[src/hw/dsh_pkg.sv]
// constants and types for the offset servo and headphone stage register bank
package dsh_pkg;

	// ----------------------------------------
	// register offsets
	// ----------------------------------------
	localparam logic [7:0] ADDR_SERVO_ENABLE = 8'h43;
	localparam logic [7:0] ADDR_SERVO_MODE = 8'h45;
	localparam logic [7:0] ADDR_LL_PRESET = 8'h49;
	localparam logic [7:0] ADDR_RL_PRESET = 8'h4a;
	localparam logic [7:0] ADDR_LH_READBACK = 8'h51;
	localparam logic [7:0] ADDR_RH_READBACK = 8'h52;
	localparam logic [7:0] ADDR_LL_READBACK = 8'h53;
	localparam logic [7:0] ADDR_RL_READBACK = 8'h54;
	localparam logic [7:0] ADDR_HP_CTRL = 8'h5a;

	// ----------------------------------------
	// field positions and channel indices
	// ----------------------------------------
	localparam int NUM_CH = 4;
	localparam int CH_LH = 3;
	localparam int CH_RH = 2;
	localparam int CH_LL = 1;
	localparam int CH_RL = 0;
	localparam int HP_SHORT_BIT = 7;
	localparam int HP_OUTP_BIT = 6;
	localparam int HP_MID_BIT = 5;
	localparam int HP_IN_BIT = 4;
	localparam int HP_FIELD_LSB = 4;
	localparam int MODE_LSB = 0;
	localparam int ENABLE_LSB = 0;

	// ----------------------------------------
	// reset values and value range
	// ----------------------------------------
	localparam logic [7:0] RST_VALUE = 8'h00;
	localparam logic [3:0] RST_ENABLES = 4'h0;
	localparam logic [3:0] RST_HP_CTRL = 4'h0;
	localparam logic [7:0] VALUE_MAX = 8'h7f;
	localparam logic [7:0] VALUE_MIN = 8'h80;

	typedef enum logic [1:0] {
		MODE_WRITE_STOP = 2'b00,
		MODE_WRITE_UPDATE = 2'b01,
		MODE_START_STOP = 2'b10,
		MODE_START_UPDATE = 2'b11
	} dsh_mode_t;

endpackage : dsh_pkg

[src/hw/dsh_chan_if.sv]
// link between the register bank and one offset servo channel
`timescale 1ns/10ps
`default_nettype none
interface dsh_chan_if;
	logic enable;
	dsh_pkg::dsh_mode_t mode;
	logic [7:0] preset;
	logic [7:0] step;
	logic step_valid;
	logic [7:0] integ;
	logic running;

	modport ctrl (output enable, output mode, output preset, output step, output step_valid,
		input integ, input running);
	modport chan (input enable, input mode, input preset, input step, input step_valid,
		output integ, output running);
endinterface : dsh_chan_if
`default_nettype wire

[src/hw/dsh_servo_chan.sv]
// one offset servo channel: integrator value, write/start and stop/update sequencing
`timescale 1ns/10ps
`default_nettype none
module dsh_servo_chan (
	// clock, enable and reset
	input wire logic clk,
	input wire logic rst_n,
	input wire logic ce,
	// register bank side
	dsh_chan_if.chan io
);

	typedef enum logic [1:0] {
		ST_IDLE = 2'b00,
		ST_RUN = 2'b01,
		ST_ONCE = 2'b10
	} dsh_chan_state_t;

	typedef struct packed {
		dsh_chan_state_t st;
		logic en_q;
		logic [7:0] integ;
	} dsh_chan_reg_t;

	dsh_chan_reg_t r;
	dsh_chan_reg_t next_r;

	// saturate so a long run of steps never wraps past the +/-32 mV ends
	function automatic logic [7:0] sat_add(input logic [7:0] a, input logic [7:0] b);
		logic [8:0] sum;
		sum = {a[7], a} + {b[7], b};
		if (sum[8] != sum[7]) begin
			sat_add = sum[8] ? dsh_pkg::VALUE_MIN : dsh_pkg::VALUE_MAX;
		end else begin
			sat_add = sum[7:0];
		end
	endfunction : sat_add

	// ----------------------------------------
	// next state
	// ----------------------------------------
	always_comb begin
		next_r = r;
		next_r.en_q = io.enable;
		if (!io.enable) begin
			next_r.st = ST_IDLE;
		end else if (!r.en_q) begin
			unique case (io.mode)
				dsh_pkg::MODE_WRITE_STOP: begin
					next_r.integ = io.preset;
					next_r.st = ST_IDLE;
				end
				dsh_pkg::MODE_WRITE_UPDATE: begin
					next_r.integ = io.preset;
					next_r.st = ST_RUN;
				end
				dsh_pkg::MODE_START_STOP: begin
					next_r.integ = dsh_pkg::RST_VALUE;
					next_r.st = ST_ONCE;
				end
				dsh_pkg::MODE_START_UPDATE: begin
					next_r.integ = dsh_pkg::RST_VALUE;
					next_r.st = ST_RUN;
				end
			endcase
		end else begin
			unique case (r.st)
				ST_IDLE: begin
				end
				ST_RUN: begin
					if (io.step_valid) begin
						next_r.integ = sat_add(r.integ, io.step);
					end
				end
				ST_ONCE: begin
					if (io.step_valid) begin
						next_r.integ = sat_add(r.integ, io.step);
						next_r.st = ST_IDLE;
					end
				end
				default: begin
					next_r.st = ST_IDLE;
				end
			endcase
		end
	end

	always_ff @(posedge clk) begin
		if (!rst_n) begin
			r <= '{st: ST_IDLE, en_q: 1'b0, integ: dsh_pkg::RST_VALUE};
		end else if (ce) begin
			r <= next_r;
		end
	end

	assign io.integ = r.integ;
	assign io.running = (r.st != ST_IDLE);

	// ----------------------------------------
	// checks
	// ----------------------------------------
	write_load_a: assert property (@(posedge clk) disable iff (!rst_n)
		ce && io.enable && !r.en_q && !io.mode[1] |=> r.integ == $past(io.preset))
		else $error("write mode did not load the preset");

	sat_top_a: assert property (@(posedge clk) disable iff (!rst_n)
		ce && io.enable && r.en_q && r.st == ST_RUN && io.step_valid && r.integ == 8'h7f
		&& !io.step[7] |=> r.integ == 8'h7f)
		else $error("integrator wrapped past its upper end");

	start_clear_a: assert property (@(posedge clk) disable iff (!rst_n)
		ce && io.enable && !r.en_q && io.mode[1] |=> r.integ == 8'h00 && io.running)
		else $error("start mode did not clear and run");

	stop_once_a: assert property (@(posedge clk) disable iff (!rst_n)
		ce && io.enable && r.en_q && r.st == ST_ONCE && io.step_valid |=> !io.running)
		else $error("stop mode kept updating");

	run_cov: cover property (@(posedge clk) disable iff (!rst_n)
		r.st == ST_RUN && io.step_valid && ce);

endmodule : dsh_servo_chan
`default_nettype wire

[src/hw/dsh_servo_hp_regs.sv]
// register bank for offset servo presets, readbacks and left headphone staging
`timescale 1ns/10ps
`default_nettype none
module dsh_servo_hp_regs (
	// clock, enable and reset
	input wire logic clk,
	input wire logic rst_n,
	input wire logic ce,
	// register port
	input wire logic [7:0] reg_addr,
	input wire logic [7:0] reg_wdata,
	input wire logic reg_wr,
	input wire logic reg_rd,
	output logic [7:0] reg_rdata,
	// headphone presets held by neighbouring registers
	input wire logic [7:0] left_phones_preset,
	input wire logic [7:0] right_phones_preset,
	// servo measurement steps, index per channel enable bit
	input wire logic [dsh_pkg::NUM_CH-1:0][7:0] servo_step,
	input wire logic [dsh_pkg::NUM_CH-1:0] servo_step_valid,
	// servo controls and applied offsets
	output logic [dsh_pkg::NUM_CH-1:0] offset_servo_channel_enables,
	output logic [1:0] offset_servo_operating_mode,
	output logic [dsh_pkg::NUM_CH-1:0][7:0] servo_offset_value,
	output logic [dsh_pkg::NUM_CH-1:0] servo_running,
	// left headphone stage controls
	output logic left_phones_short_release,
	output logic left_phones_output_stage_on,
	output logic left_phones_middle_stage_on,
	output logic left_phones_input_stage_on
);

	typedef struct packed {
		logic [7:0] left_line_offset_preset;
		logic [7:0] right_line_offset_preset;
		logic [3:0] ch_en;
		dsh_pkg::dsh_mode_t mode;
		logic [3:0] hp_ctrl;
		logic [7:0] rdata;
	} dsh_top_reg_t;

	dsh_top_reg_t r;
	dsh_top_reg_t next_r;

	logic [dsh_pkg::NUM_CH-1:0][7:0] preset_sel;
	logic [dsh_pkg::NUM_CH-1:0][7:0] integ_all;
	logic [dsh_pkg::NUM_CH-1:0] running_all;

	// ----------------------------------------
	// servo channels
	// ----------------------------------------
	dsh_chan_if ch_io[dsh_pkg::NUM_CH]();

	always_comb begin
		preset_sel = '0;
		preset_sel[dsh_pkg::CH_LH] = left_phones_preset;
		preset_sel[dsh_pkg::CH_RH] = right_phones_preset;
		preset_sel[dsh_pkg::CH_LL] = r.left_line_offset_preset;
		preset_sel[dsh_pkg::CH_RL] = r.right_line_offset_preset;
	end

	for (genvar i = 0; i < dsh_pkg::NUM_CH; i++) begin : g_ch
		assign ch_io[i].enable = r.ch_en[i];
		assign ch_io[i].mode = r.mode;
		assign ch_io[i].preset = preset_sel[i];
		assign ch_io[i].step = servo_step[i];
		assign ch_io[i].step_valid = servo_step_valid[i];
		assign integ_all[i] = ch_io[i].integ;
		assign running_all[i] = ch_io[i].running;

		dsh_servo_chan u_chan (
			.clk(clk),
			.rst_n(rst_n),
			.ce(ce),
			.io(ch_io[i])
		);
	end

	// ----------------------------------------
	// register access
	// ----------------------------------------
	always_comb begin
		next_r = r;
		// read data stands for one cycle only, zero otherwise
		next_r.rdata = dsh_pkg::RST_VALUE;
		if (reg_wr) begin
			case (reg_addr)
				dsh_pkg::ADDR_LL_PRESET: begin
					next_r.left_line_offset_preset = reg_wdata;
				end
				dsh_pkg::ADDR_RL_PRESET: begin
					next_r.right_line_offset_preset = reg_wdata;
				end
				dsh_pkg::ADDR_SERVO_ENABLE: begin
					next_r.ch_en = reg_wdata[dsh_pkg::ENABLE_LSB +: 4];
				end
				dsh_pkg::ADDR_SERVO_MODE: begin
					next_r.mode = dsh_pkg::dsh_mode_t'(reg_wdata[dsh_pkg::MODE_LSB +: 2]);
				end
				dsh_pkg::ADDR_HP_CTRL: begin
					next_r.hp_ctrl = reg_wdata[dsh_pkg::HP_FIELD_LSB +: 4];
				end
				default: begin
					// readback offsets land here and change nothing
					next_r.hp_ctrl = r.hp_ctrl;
				end
			endcase
		end
		if (reg_rd) begin
			case (reg_addr)
				dsh_pkg::ADDR_LL_PRESET: next_r.rdata = r.left_line_offset_preset;
				dsh_pkg::ADDR_RL_PRESET: next_r.rdata = r.right_line_offset_preset;
				dsh_pkg::ADDR_SERVO_ENABLE: next_r.rdata = {4'h0, r.ch_en};
				dsh_pkg::ADDR_SERVO_MODE: next_r.rdata = {6'h00, r.mode};
				dsh_pkg::ADDR_HP_CTRL: next_r.rdata = {r.hp_ctrl, 4'h0};
				dsh_pkg::ADDR_LH_READBACK: next_r.rdata = integ_all[dsh_pkg::CH_LH];
				dsh_pkg::ADDR_RH_READBACK: next_r.rdata = integ_all[dsh_pkg::CH_RH];
				dsh_pkg::ADDR_LL_READBACK: next_r.rdata = integ_all[dsh_pkg::CH_LL];
				dsh_pkg::ADDR_RL_READBACK: next_r.rdata = integ_all[dsh_pkg::CH_RL];
				default: next_r.rdata = dsh_pkg::RST_VALUE;
			endcase
		end
	end

	// reset wins over the clock enable so a frozen block still comes up clean
	always_ff @(posedge clk) begin
		if (!rst_n) begin
			r <= '{left_line_offset_preset: dsh_pkg::RST_VALUE,
				right_line_offset_preset: dsh_pkg::RST_VALUE,
				ch_en: dsh_pkg::RST_ENABLES,
				mode: dsh_pkg::MODE_WRITE_STOP,
				hp_ctrl: dsh_pkg::RST_HP_CTRL,
				rdata: dsh_pkg::RST_VALUE};
		end else if (ce) begin
			r <= next_r;
		end
	end

	// ----------------------------------------
	// outputs
	// ----------------------------------------
	assign reg_rdata = r.rdata;
	assign offset_servo_channel_enables = r.ch_en;
	assign offset_servo_operating_mode = r.mode;
	assign servo_offset_value = integ_all;
	assign servo_running = running_all;
	// no interlock on stage order: sequencing is left to software
	assign left_phones_short_release = r.hp_ctrl[dsh_pkg::HP_SHORT_BIT - dsh_pkg::HP_FIELD_LSB];
	assign left_phones_output_stage_on = r.hp_ctrl[dsh_pkg::HP_OUTP_BIT - dsh_pkg::HP_FIELD_LSB];
	assign left_phones_middle_stage_on = r.hp_ctrl[dsh_pkg::HP_MID_BIT - dsh_pkg::HP_FIELD_LSB];
	assign left_phones_input_stage_on = r.hp_ctrl[dsh_pkg::HP_IN_BIT - dsh_pkg::HP_FIELD_LSB];

	// ----------------------------------------
	// checks
	// ----------------------------------------
	preset_write_a: assert property (@(posedge clk) disable iff (!rst_n)
		ce && reg_wr && reg_addr == 8'h49 |=> preset_sel[dsh_pkg::CH_LL] == $past(reg_wdata))
		else $error("left line preset not stored");

	preset_apply_a: assert property (@(posedge clk) disable iff (!rst_n)
		ce && r.ch_en[0] == 1'b0 && next_r.ch_en[0] && r.mode == dsh_pkg::MODE_WRITE_STOP
		&& !(reg_wr && reg_addr == 8'h4a) |=> ##1 integ_all[0] == $past(r.right_line_offset_preset))
		else $error("right line preset not applied in write mode");

	readback_lh_a: assert property (@(posedge clk) disable iff (!rst_n)
		ce && reg_rd && reg_addr == 8'h51 |=> reg_rdata == $past(integ_all[3]))
		else $error("left phones readback wrong");

	readback_rl_a: assert property (@(posedge clk) disable iff (!rst_n)
		ce && reg_rd && reg_addr == 8'h54 |=> reg_rdata == $past(integ_all[0]))
		else $error("right line readback wrong");

	reset_zero_a: assert property (@(posedge clk) disable iff (!rst_n)
		$past(!rst_n) |-> reg_rdata == 8'h00 && integ_all == '0
		&& r.left_line_offset_preset == 8'h00 && r.right_line_offset_preset == 8'h00)
		else $error("value not zero after reset");

	short_bit_a: assert property (@(posedge clk) disable iff (!rst_n)
		ce && reg_wr && reg_addr == 8'h5a |=> left_phones_short_release == $past(reg_wdata[7])
		&& left_phones_output_stage_on == $past(reg_wdata[6]))
		else $error("short release or output stage bit misplaced");

	stage_bits_a: assert property (@(posedge clk) disable iff (!rst_n)
		ce && reg_wr && reg_addr == 8'h5a |=> left_phones_middle_stage_on == $past(reg_wdata[5])
		&& left_phones_input_stage_on == $past(reg_wdata[4]))
		else $error("middle or input stage bit misplaced");

	stage_hold_a: assert property (@(posedge clk) disable iff (!rst_n)
		!(ce && reg_wr && reg_addr == 8'h5a) |=> $stable(left_phones_input_stage_on)
		&& $stable(left_phones_short_release))
		else $error("stage bit changed without a write");

	mode_write_a: assert property (@(posedge clk) disable iff (!rst_n)
		ce && reg_wr && reg_addr == 8'h45 |=> offset_servo_operating_mode == $past(reg_wdata[1:0]))
		else $error("servo mode not stored");

	enable_map_a: assert property (@(posedge clk) disable iff (!rst_n)
		ce && reg_wr && reg_addr == 8'h43 |=> offset_servo_channel_enables == $past(reg_wdata[3:0]))
		else $error("servo enables not stored");

	readback_ro_a: assert property (@(posedge clk) disable iff (!rst_n)
		ce && reg_wr && reg_addr == 8'h53 && !servo_step_valid[1] && !r.ch_en[1]
		&& !ch_io[1].running |=> integ_all[1] == $past(integ_all[1]))
		else $error("write reached a readback register");

	// ----------------------------------------
	// scenarios
	// ----------------------------------------
	hp_full_cov: cover property (@(posedge clk) disable iff (!rst_n)
		left_phones_short_release && left_phones_output_stage_on
		&& left_phones_middle_stage_on && left_phones_input_stage_on);

	write_update_cov: cover property (@(posedge clk) disable iff (!rst_n)
		r.mode == dsh_pkg::MODE_WRITE_UPDATE && running_all[1]);

	readback_cov: cover property (@(posedge clk) disable iff (!rst_n)
		ce && reg_rd && reg_addr == 8'h53 ##1 reg_rdata != 8'h00);

endmodule : dsh_servo_hp_regs
`default_nettype wire

[config.mk]
export PLATFORM = sky130hd
export DESIGN_NAME = dsh_servo_hp_regs
export DESIGN_NICKNAME = d
export VERILOG_FILES = /design/src/hw/dsh_pkg.sv /design/src/hw/dsh_chan_if.sv /design/src/hw/dsh_servo_chan.sv /design/src/hw/dsh_servo_hp_regs.sv
export SDC_FILE = /design/constraint.sdc
export NUM_CORES = 1
export LEC_CHECK = 0
export ABC_AREA = 0
export BUFFER_PORTS_ARGS = -buffer_cell sky130_fd_sc_hd__buf_2
export CAP_MARGIN = 0
export CORE_ASPECT_RATIO = 0.7
export CORE_UTILIZATION = 25
export CTS_CLUSTER_DIAMETER = 50
export DETAILED_ROUTE_END_ITERATION = 8
export GPL_ROUTABILITY_DRIVEN = 0
export GPL_TIMING_DRIVEN = 0
export PLACE_DENSITY_LB_ADDON = 0.3
export SLEW_MARGIN = 15
export SYNTH_ARGS = -nofsm -noshare
export SYNTH_HDL_FRONTEND = slang
export SYNTH_SLANG_ARGS = --single-unit
[constraint.sdc]
create_clock -name clk -period 2.7 [get_ports clk]
set_input_delay 0 -clock clk [delete_from_list [all_inputs] [get_ports clk]]
set_output_delay 0 -clock clk [all_outputs]
set_load 0.01 [all_outputs]
After elaboration in Yosys (flattened, before gate mapping)
Index checks and enable logic that the tools add are counted.

Output and inout bits: 54. Bits in latches: 0. Bits in registers: 78. Memory bits (writable): 0. Memories kept: 0. Bits in read-only memories: 0. Input port bits: 73.

Equality and inequality tests: 40. $lt $le $gt $ge: 0. Div/mod/pow operators: 0. Multipliers: 0. $add $sub $neg: 4. Reduce and logical (&&, ||, !) cells: 33. Shifts and indexed selects: 0. Multiplexer cells: 43. Bitwise gates (word level): 0.

Operators by type and width (number): 8-bit 2-to-1 mux (21); 8-bit by 7-bit == test with 1-bit output, second input constant (9); 8-bit one-hot mux with 9 select lines (1); 8-bit one-hot mux with 2 select lines (4); 8-bit by 8-bit adder with 9-bit output (4); 3-bit AND reduction (9); 2-bit 2-to-1 mux (12); 2-bit OR reduction (11); 2-bit != test, second input constant (8); 4-bit != test, second input constant (4); 2-bit one-hot mux with 2 select lines (4); 4-bit AND reduction (4); 2-bit == test, second input constant (6); 3-bit != test, second input constant (4); 2-bit by 1-bit == test with 1-bit output, second input constant (5); 2-bit logical NOT (5); 2-bit nonzero test (4); 2-bit one-hot mux with 3 select lines (1); 1-bit != test (4).

Logic depth before layout (Yosys ltp)
Gate-level depths: netlist of the first run.

Depth after elaboration: 6. Mapped depth: 11. Depth with buffers taken out: 10.

By module
From an unflattened synthesis of the first run, not the netlist that was laid out.

Cells, all modules: 800. Area, all modules: 6525.0 sq um.

By module, submodules not included: dsh_servo_hp_regs (times used 1, cells an instance 236, area an instance 2214.6 sq um, sequential area each 680.7 sq um); dsh_servo_chan (g_ch[1].u_chan ...) (times used 2, cells an instance 137, area an instance 1056.0 sq um, sequential area each 220.2 sq um); dsh_servo_chan (g_ch[3].u_chan) (times used 1, cells an instance 145, area an instance 1099.8 sq um, sequential area each 220.2 sq um); dsh_servo_chan (g_ch[0].u_chan) (times used 1, cells an instance 145, area an instance 1098.6 sq um, sequential area each 220.2 sq um).

Worst setup path before layout of the first run
OpenSTA, ideal clock, no wires.

Kind: register to register. Start point: reg g_ch[3].u_chan.r (netlist bit g_ch[3].u_chan.io.integ[1]). End point: reg g_ch[3].u_chan.r (netlist bit g_ch[3].u_chan.io.integ[5]). Arrival: 2.246 ns. Path buffers: 0. Cell stages (with the launch flop): 8. Path slack: 0.378 ns. Cell sequence: dfxtp_1 -> ha_1 -> a211oi_2 -> nor2_1 -> o41ai_4 -> mux2_2 -> or3b_1 -> a41oi_2.

Word-level cells in the longest chain between the ends: 6. Elaborated cells on any way between the ends: 7. Classes of those cells: add/sub (1); eq/ne (1); mux (5).

RTL lines: from (decl) (line dsh_servo_chan.sv:25) `dsh_chan_reg_t r;`; from (signal assigned) (line dsh_servo_chan.sv:90) `r <= '{st: ST_IDLE, en_q: 1'b0, integ: dsh_pkg::RST_VALUE};`; from (signal assigned) (line dsh_servo_chan.sv:92) `r <= next_r;`; 8-bit by 8-bit adder with 9-bit output (*) (line dsh_servo_chan.sv:31) `sum = {a[7], a} + {b[7], b};`; 8-bit 2-to-1 mux or 1-bit != test (tied branches) (line dsh_servo_chan.sv:33, dsh_servo_chan.sv:32); 8-bit 2-to-1 mux (*) (line dsh_servo_chan.sv:32) `if (sum[8] != sum[7]) begin`; 8-bit 2-to-1 mux (*) (line dsh_servo_chan.sv:71) `if (io.step_valid) begin`; 8-bit 2-to-1 mux (*); 8-bit 2-to-1 mux (*) (line dsh_servo_chan.sv:47) `end else if (!r.en_q) begin`.

Every way passes the cells marked *; elsewhere a longest branch is shown, timed or not. The select of a mux whose other input is x is not followed. A chain may end at the register's enable or synchronous reset.

Worst setup path in the final report of the first run
Start point: reg g_ch[3].u_chan.r (netlist bit g_ch[3].u_chan.io.integ[0]). End point: reg g_ch[3].u_chan.r (netlist bit g_ch[3].u_chan.io.integ[5]).

Same word-level chain as after synthesis.

==> metrics.md, run 1 <==
| Metric | Value |
|---|---|
| Commonest non-fill, non-tap cells in the layout | `129 x buf_2, 74 x dfxtp_1, 70 x nand2_1, 53 x o21ai_0, 46 x nor2b_1` |
| CTS tree | `built` |
| Worst Path Max Fanout | `5` |
| Port bufs | `around 120` |
| Non-Filler Instances | `1210` |
| Htree depth | `3` |
| Iter 0 DRT Violations | `approximately 430` |
| Mapped Cells | `~730` |
| Clock sinks | `78` |
| Tightest Pin Transition | `roughly 1200 ps` |
| Worst Setup Path Type | `reg -> reg` |
| Final setup viols | `0` |
| I/O Pins | `about 130` |
| Endpoint class of the critical path | `register` |
| Drt via density | `a little under 5` |
| PwrDens | `350.0 nW/um2` |
| DRC violations left | `0` |
| Initial antenna violation count | `2` |
| Syn Nets | `~850` |
| First drt pass iteration count | `6` |
| Fin crit share | `95.95%` |
| Initial core utilization | `25.43%` |
| Fillers | `approximately 2600` |
| Distinct cells, synth | `68` |
| Global route overflow | `0` |
| Clk_skew | `about 5.4 ps` |
| Worst-path clk slew | `approximately 60 ps` |
| CTS Buf Count | `9` |
| Hold crit path type | `in -> reg` |
| Number of synthesized flops with an enable pin | `0` |
| Max Freq | `386.0 MHz` |
| Sequential area share after synthesis | `a little over a quarter` |
| Max_slew headroom | `19.52%` |
| Ys Warns | `0` |
| Die H | `131.6 um` |
| Die area | `24620 um2` |
| Vias | `5856` |
| Max_cap viols | `0` |
| CP startpoint kind | `register` |
| GRT Overall Usage | `around 17%` |
| Asr flop ratio synth | `0%` |
| FP Rows | `47` |
| Leak | `3.251 nW` |
| Detail Route Antenna Nets | `0` |
| Tot Pwr | `around 0.0027 W` |
| Share of layout cells above drive strength 1 | `~26%` |
| Area growth syn-to-layout | `27.02%` |
| Largest net degree at the start of global routing | `13` |
| First-pass GRT wire length | `31600 um` |
| Clock root cell | `clkbuf_16` |
| Seq cells post-synth | `78` |
| Vias in the first global route | `about 5500` |
| Maximum clock insertion buffer count | `2` |
| Syn avg cell area | `slightly above 8 um2` |
| RSZ-0062 raised after global routing | `false` |
| Arr. time, crit path | `around 2900 ps` |
| Clk Latency, worst-skew pair | `340 ps` |
| Hpwl dp | `~17000 um` |
| Worst EP required | `slightly below 3000 ps` |
| # nets final | `1007` |
| Synth Cell Area | `5997 um2` |
| Commonest non-fill, non-tap cell in the layout | `buf_2` |
| Dpl cells | `around 1200` |
| Wire length per cell after detailed routing | `17.10 um` |
| Status | `complete, no violations` |
| Hold Vio Cnt, Final | `0` |
| Final Slew Violations | `0` |
| Primary FF master, synth | `dfxtp_1` |
| Total core area | `roughly 24000 um2` |
| Worst VDD drop | `roughly 0.25 mV` |
| Fin crit period | `~2600 ps` |
| Die Wd | `between 150 and 200 um` |
| Drt total wl | `just over 20000 um` |
[kinds of logic (layout without fill, tap and decap cells)]
family,Yosys count,after routing,synth area share [%]
AND/OR/NAND/NOR,222,222,19.45
AO/OA/AOI/OAI,210,210,24.06
adder cells (fa/ha/maj),57,57,12.08
flip-flops,78,78,26.04
other,0,1,0
multiplexers,39,39,6.530
buffers and inverters,103,266,9.076
XOR/XNOR,19,19,2.775
[worst max-delay path, stage by stage (launching register included)]
cell and delay, ps:
dfxtp_2 410, ha_2 240, inv_1 60, fa_1 410, nor2b_1 150, o31a_1 270, o41ai_4 130, mux2_2 300
or3b_1 370, a41oi_2 180
[synth_stat cells, drive strengths merged, types with 3 or more instances]
master | n | area (um2)
dfxtp | 78 | 1562
nand2 | 70 | 262.8
o21ai | 57 | 285.3
buf | 48 | 337.8
nor2b | 46 | 287.8
ha | 44 | 550.5
nor2 | 44 | 165.2
mux2i | 38 | 380.4
a21oi | 35 | 175.2
inv | 35 | 131.4
a31oi | 20 | 125.1
clkbuf | 20 | 75.07
o211ai | 12 | 90.09
a32oi | 11 | 96.34
nand2b | 11 | 68.82
xnor2 | 10 | 87.58
a211oi | 9 | 72.57
maj3 | 9 | 93.84
xor2 | 9 | 78.83
a21o | 8 | 62.56
nor3 | 8 | 45.04
a21boi | 7 | 52.55
a22oi | 7 | 52.55
o21a | 7 | 52.55
nand3 | 6 | 40.04
nand3b | 6 | 45.04
nand4 | 6 | 37.54
nor3b | 5 | 42.54
nor4 | 5 | 67.56
o311ai | 5 | 43.79
a221oi | 4 | 35.03
fa | 4 | 80.08
o31a | 4 | 35.03
or2 | 4 | 25.02
and2 | 3 | 18.77
or3 | 3 | 18.77
[stage by stage]
stage | area (um2) | TNS (ps) | utilization (%) | setup slack, ps | hold slack, ps
after floorplan | 5997 | 0 | - | 377.7 | 152.6
after global placement | 7015 | -1065 | 29.75 | -165.8 | 270.2
after detailed placement | 7015 | -1114 | 29.75 | -168.6 | 283.3
after CTS | 7513 | 0 | 31.86 | 29.81 | 2.412
after global routing | 7615 | 0 | 32.29 | 8.144 | 4.613
final | 7617 | 0 | 32.30 | 109.3 | 9.995
[registers in the layout (all words and copies together), names as in the netlist]
register / count
ch_io.preset: 16
g_ch.u_chan.io.integ: 32
g_ch.u_chan.r: 12
left_phones_input_stage_on: 1
left_phones_middle_stage_on: 1
left_phones_output_stage_on: 1
left_phones_short_release: 1
offset_servo_channel_enables: 4
offset_servo_operating_mode: 2
reg_rdata: 8
[layout make-up]
| type | instances | area, um2 | area share [%] |
|---|---|---|---|
| clock buffers | 12 | 236.5 | 3.104 |
| diodes | 1 | 2.502 | 0.03285 |
| well taps | 318 | 397.9 | 5.223 |
| repair buffers | 147 | 833.3 | 10.94 |
| clock inverters | 4 | 47.55 | 0.6242 |
| inverters | 35 | 131.4 | 1.725 |
| flip-flops and latches | 78 | 1567 | 20.57 |
| plain buffers | 68 | 425.4 | 5.585 |
| multi-input cells | 547 | 3976 | 52.20 |
[power by group]
| part | total [W] | internal [W] | switching (W) |
|---|---|---|---|
| combinational | 0.000320 | 0.000141 | 0.000179 |
| clock | 0.00119 | 0.000714 | 0.000480 |
| sequential | 0.00115 | 0.00115 | 0.000000708 |
[layer usage]
metal	up-vias	part of all wire (%)	global-route usage [%]
met5	-	0.063	0
met4	2	0.89	2.550
met3	15	7.3	3.739
met2	200	37	22.02
met1	2725	54	26.66
li1	2914	-	-
[path summary, 6_finish.rpt]
path | depth (start not counted) | from | slack (ps) | to
worst max-delay path | 9 | g_ch[3].u_chan.io.integ[0] | 110 | g_ch[3].u_chan.io.integ[5]
worst min-delay path | 3 | reg_wdata[1] | 10 | ch_io[0].preset[1]
worst max register to register | 9 | g_ch[3].u_chan.io.integ[0] | 110 | g_ch[3].u_chan.io.integ[5]
worst min register to register | 2 | reg_rdata[5] | 450 | reg_rdata[5]
[repair_timing]
| action | in CTS | in global routing |
|---|---|---|
| hold buffers | 18 | 0 |
| resized for setup | 9 | 17 |
| pin swaps | 1 | 6 |
| setup endpoints to repair | 19 | 27 |
| gates cloned | 0 | 1 |
| hold endpoints to repair | 25 | 0 |
| setup buffers | 0 | 4 |
Power figures use the tool's default switching activity.
==> run 2: changes to the inputs <==
Settings changed: ABC_AREA 0 to 1.
==> run 2 against run 1 <==
Die area grew 4.2%; critical endpoint is now g_ch[2].u_chan.io.integ[2]; sequential power is essentially flat; first-iteration DRC count grew 34%; clock-buffer cell count shrank 1; non-clock buffer count shrank 9; design area grew 2.4%; utilization shrank 0.62 points.
==> metrics.md, run 2 <==
| Metric | Value |
|---|---|
| Status | `complete, no violations` |
| Clock power share | `a little under half` |
| Initial core utilization | `between 20% and 30%` |
| Clock sinks | `78` |
| PwrDens | `approximately 350 nW/um2` |
| Htree depth | `3` |
| Max_slew headroom | `between 40 and 50%` |
| Gates resized, CTS repair | `0` |
| Reg area | `approximately 1600 um2` |
| Count leader, synth | `nand2_1` |
| Switching Fraction | `~25%` |
| Tot Pwr | `roughly 0.0027 W` |
| Seq cells post-synth | `a little under 80` |
| Hpwl dp | `18240 um` |
| Syn Nets | `approximately 1100` |
| Post-synth top area cell | `dfxtp_1` |
| First-pass GRT wire length | `about 35000 um` |
| Die H | `between 100 and 150 um` |
| Share of layout cells above drive strength 1 | `between 15 and 20%` |
| Setup_tns | `0 ps` |
| Synth Cell Area | `6251 um2` |
| Commonest non-fill, non-tap cells in the layout | `275 x nand2_1, 136 x inv_1, 128 x buf_2, 119 x a21oi_1, 78 x dfxtp_1` |
| Internal | `approximately 0.002 W` |
| CTS Buf Count | `9` |
| Number of synthesized flops with an enable pin | `0` |
| Wire length per cell after detailed routing | `between 10 and 15 um` |
| R2R setup slack | `380 ps` |
| Max Freq | `~430 MHz` |
| Setup crit start | `g_ch[2].u_chan.io.integ[0]` |
| Vias in the first global route | `about 6300` |
| Clk Latency, worst-skew pair | `between 300 and 400 ps` |
| Ys Warns | `0` |
| Arr. time, crit path | `between 2000 and 3000 ps` |
| Crit-path cells | `ha_1, inv_1, fa_1, o21ai_0, nand3_1, nand3_1, nand2_1, nand2_1, nand2_1, inv_1, nand2_1, a21oi_1` |
| Global route overflow | `0` |
| Fillers | `between 2000 and 3000` |
| Initial antenna violation count | `2` |
| Commonest non-fill, non-tap cell in the layout | `nand2_1` |
| FP Rows | `48` |
| Worst EP required | `2970 ps` |
| Worst Reg-to-Reg Cells | `12` |
| Drt via density | `around 4.6` |
| R2R Path Start | `g_ch[2].u_chan.io.integ[0]` |
| Worst Path Max Fanout | `4` |
| Iter 0 DRT Violations | `575` |
| Clock root cell | `clkbuf_16` |
| Psw | `about 0.0007 W` |
| Clk_skew | `approximately 5.7 ps` |
| DRC violations left | `0` |
| Maximum clock insertion buffer count | `2` |
| Fin crit period | `2320 ps` |
| DP Worst Slack | `between 400 and 500 ps` |
| Final Slew Violations | `0` |
| Largest register FFs | `32` |
| Tightest Pin Transition | `slightly above 800 ps` |
| Critical Path End | `g_ch[2].u_chan.io.integ[2]` |
| List of most frequent post-synthesis cells | `275 x nand2_1, 136 x inv_1, 119 x a21oi_1` |
| Hold Vio Cnt, Final | `0` |
| Sequential share of power | `42.8%` |
| Max_cap viols | `0` |
| Asr flop ratio synth | `0%` |
| Drt total wl | `roughly 22000 um` |
| Mapped Cells | `around 1000` |
| Area share of the leading cell type in the synthesized netlist | `about a quarter` |
| Worst-path clk slew | `roughly 60 ps` |
| Total core area | `about 25000 um2` |
| Multi-input logic area | `3751 um2` |
| Final setup viols | `0` |
| Comb pwr share | `12.0%` |
| Die area | `around 26000 um2` |
| CP startpoint kind | `register` |
| Detail Route Antenna Nets | `0` |
| CTS tree | `built` |
| Worst Setup Path Type | `reg -> reg` |
| Distinct cells, synth | `38` |
| Hold crit path type | `in -> reg` |
| Worst r2r dst | `g_ch[2].u_chan.io.integ[2]` |
| Port bufs | `around 130` |
| Largest net degree at the start of global routing | `13` |
| Vias | `between 6000 and 7000` |
| GRT Overall Usage | `about 18%` |
| First drt pass iteration count | `6` |
| Fin crit share | `85.91%` |
| I/O Pins | `roughly 130` |
| Primary FF master, synth | `dfxtp_1` |
| Placed cell areas | `7283 um2` |
| Design Area, Final | `7801 um2` |
| Slowest cell on the critical path | `dfxtp_1` |
| RSZ-0062 raised after global routing | `false` |
| CP most frequent cell | `nand2_1` |
| Area growth syn-to-layout | `24.80%` |
| Sequential area share after synthesis | `between 20% and 30%` |
| Die Wd | `191.0 um` |
| Endpoint class of the critical path | `register` |
| # nets final | `1276` |
| Syn avg cell area | `around 6.3 um2` |
| Leak | `3.862 nW` |
| Worst VDD drop | `between 0.2 and 0.3 mV` |
| Top post-synthesis cells by area | `dfxtp_1 25%, nand2_1 17%, a21oi_1 9.5%` |
| Largest stage delay on the critical path | `roughly 450 ps` |
| Worst setup margin | `between 300 and 400 ps` |
-- run 2: cell types whose count changed in the layout (fill, tap and decap cells not counted), moves of 9 or more --
cell	delta
nand2_1	+205
inv_1	+101
a21oi_1	+84
nand3_1	+61
nor2b_1	-46
mux2i_1	-37
nor2_1	+28
a31oi_1	-16
o21ai_0	+16
o211ai_1	-12
a32oi_1	-11
clkbuf_1	-9
nand2b_1	-9
-- run 2: cells by family after synthesis --
| logic type | after synthesis | synth area share, % |
|---|---|---|
| xor+xnor | 11 | 1.541 |
| flops | 78 | 24.98 |
| simple gates | 451 | 31.00 |
| fa+ha+maj | 48 | 10.09 |
| compound gates | 207 | 17.37 |
| buf+inv | 202 | 15.01 |
-- run 2: stage by stage --
| stage | std cells | hold WS [ps] | utilization [%] |
|---|---|---|---|
| finish | 1487 | 8.708 | 31.68 |
| global route | 1484 | 23.72 | 31.65 |
| detailed placement | 1447 | 294.3 | 29.58 |
| global placement | 1447 | 285.1 | 29.58 |
| floorplan | 997 | 163.4 | - |
| CTS | 1484 | 1.681 | 31.65 |
-- run 2: layout make-up --
class,instances,area share [%]
diodes,3,0.09623
plain buffers,59,5.148
clock buffers,11,3.111
clock inverters,4,0.6095
inverters,143,6.881
multi-input cells,717,48.08
flip-flops and latches,78,20.02
well taps,325,5.213
repair buffers,147,10.84
-- run 2: how the worst min path moves through the flow --
stage	slack (ps)	endpoint	cells after the start	startpoint
floorplan	160	g_ch[1].u_chan.r[8]	2	ce
global placement	290	g_ch[3].u_chan.io.integ[6]	3	left_phones_preset[6]
detailed placement	290	g_ch[3].u_chan.io.integ[6]	3	left_phones_preset[6]
CTS	2	g_ch[2].u_chan.io.integ[4]	5	right_phones_preset[4]
global route	20	g_ch[2].u_chan.io.integ[6]	5	right_phones_preset[6]
finish	9	g_ch[2].u_chan.io.integ[4]	5	right_phones_preset[4]
-- run 2: repair_timing --
item                      CTS  global route
hold endpoints to repair   23             0
hold buffers               22             0
setup buffers               0             0
-- run 2: critical path, delay by kind of cell, from the launching register on --
| kind | cells | cell delay [ps] |
|---|---|---|
| fa+ha+maj | 2 | 630 |
| simple gates | 6 | 640 |
| compound gates | 2 | 330 |
| flops | 1 | 450 |
| buf+inv | 2 | 200 |
-- run 2: power by group through the flow --
stage | clock, W | combinational [W] | sequential, W
after floorplan | 0 | 0.000169 | 0.00118
after global placement | 0 | 0.000295 | 0.00118
after detailed placement | 0 | 0.000296 | 0.00118
after CTS | 0.00124 | 0.000323 | 0.00116
after global routing | 0.00130 | 0.000360 | 0.00116
final | 0.00122 | 0.000325 | 0.00116
-- run 2: layer usage --
| metal | track usage, % | vias to the layer above | part of all wire (%) |
|---|---|---|---|
| li1 | - | 3493 | - |
| met1 | 27.62 | 3087 | 52 |
| met2 | 23.87 | 261 | 38 |
| met3 | 3.846 | 20 | 8.9 |
| met4 | 3.156 | 0 | 0.93 |
| met5 | 0 | - | 0 |
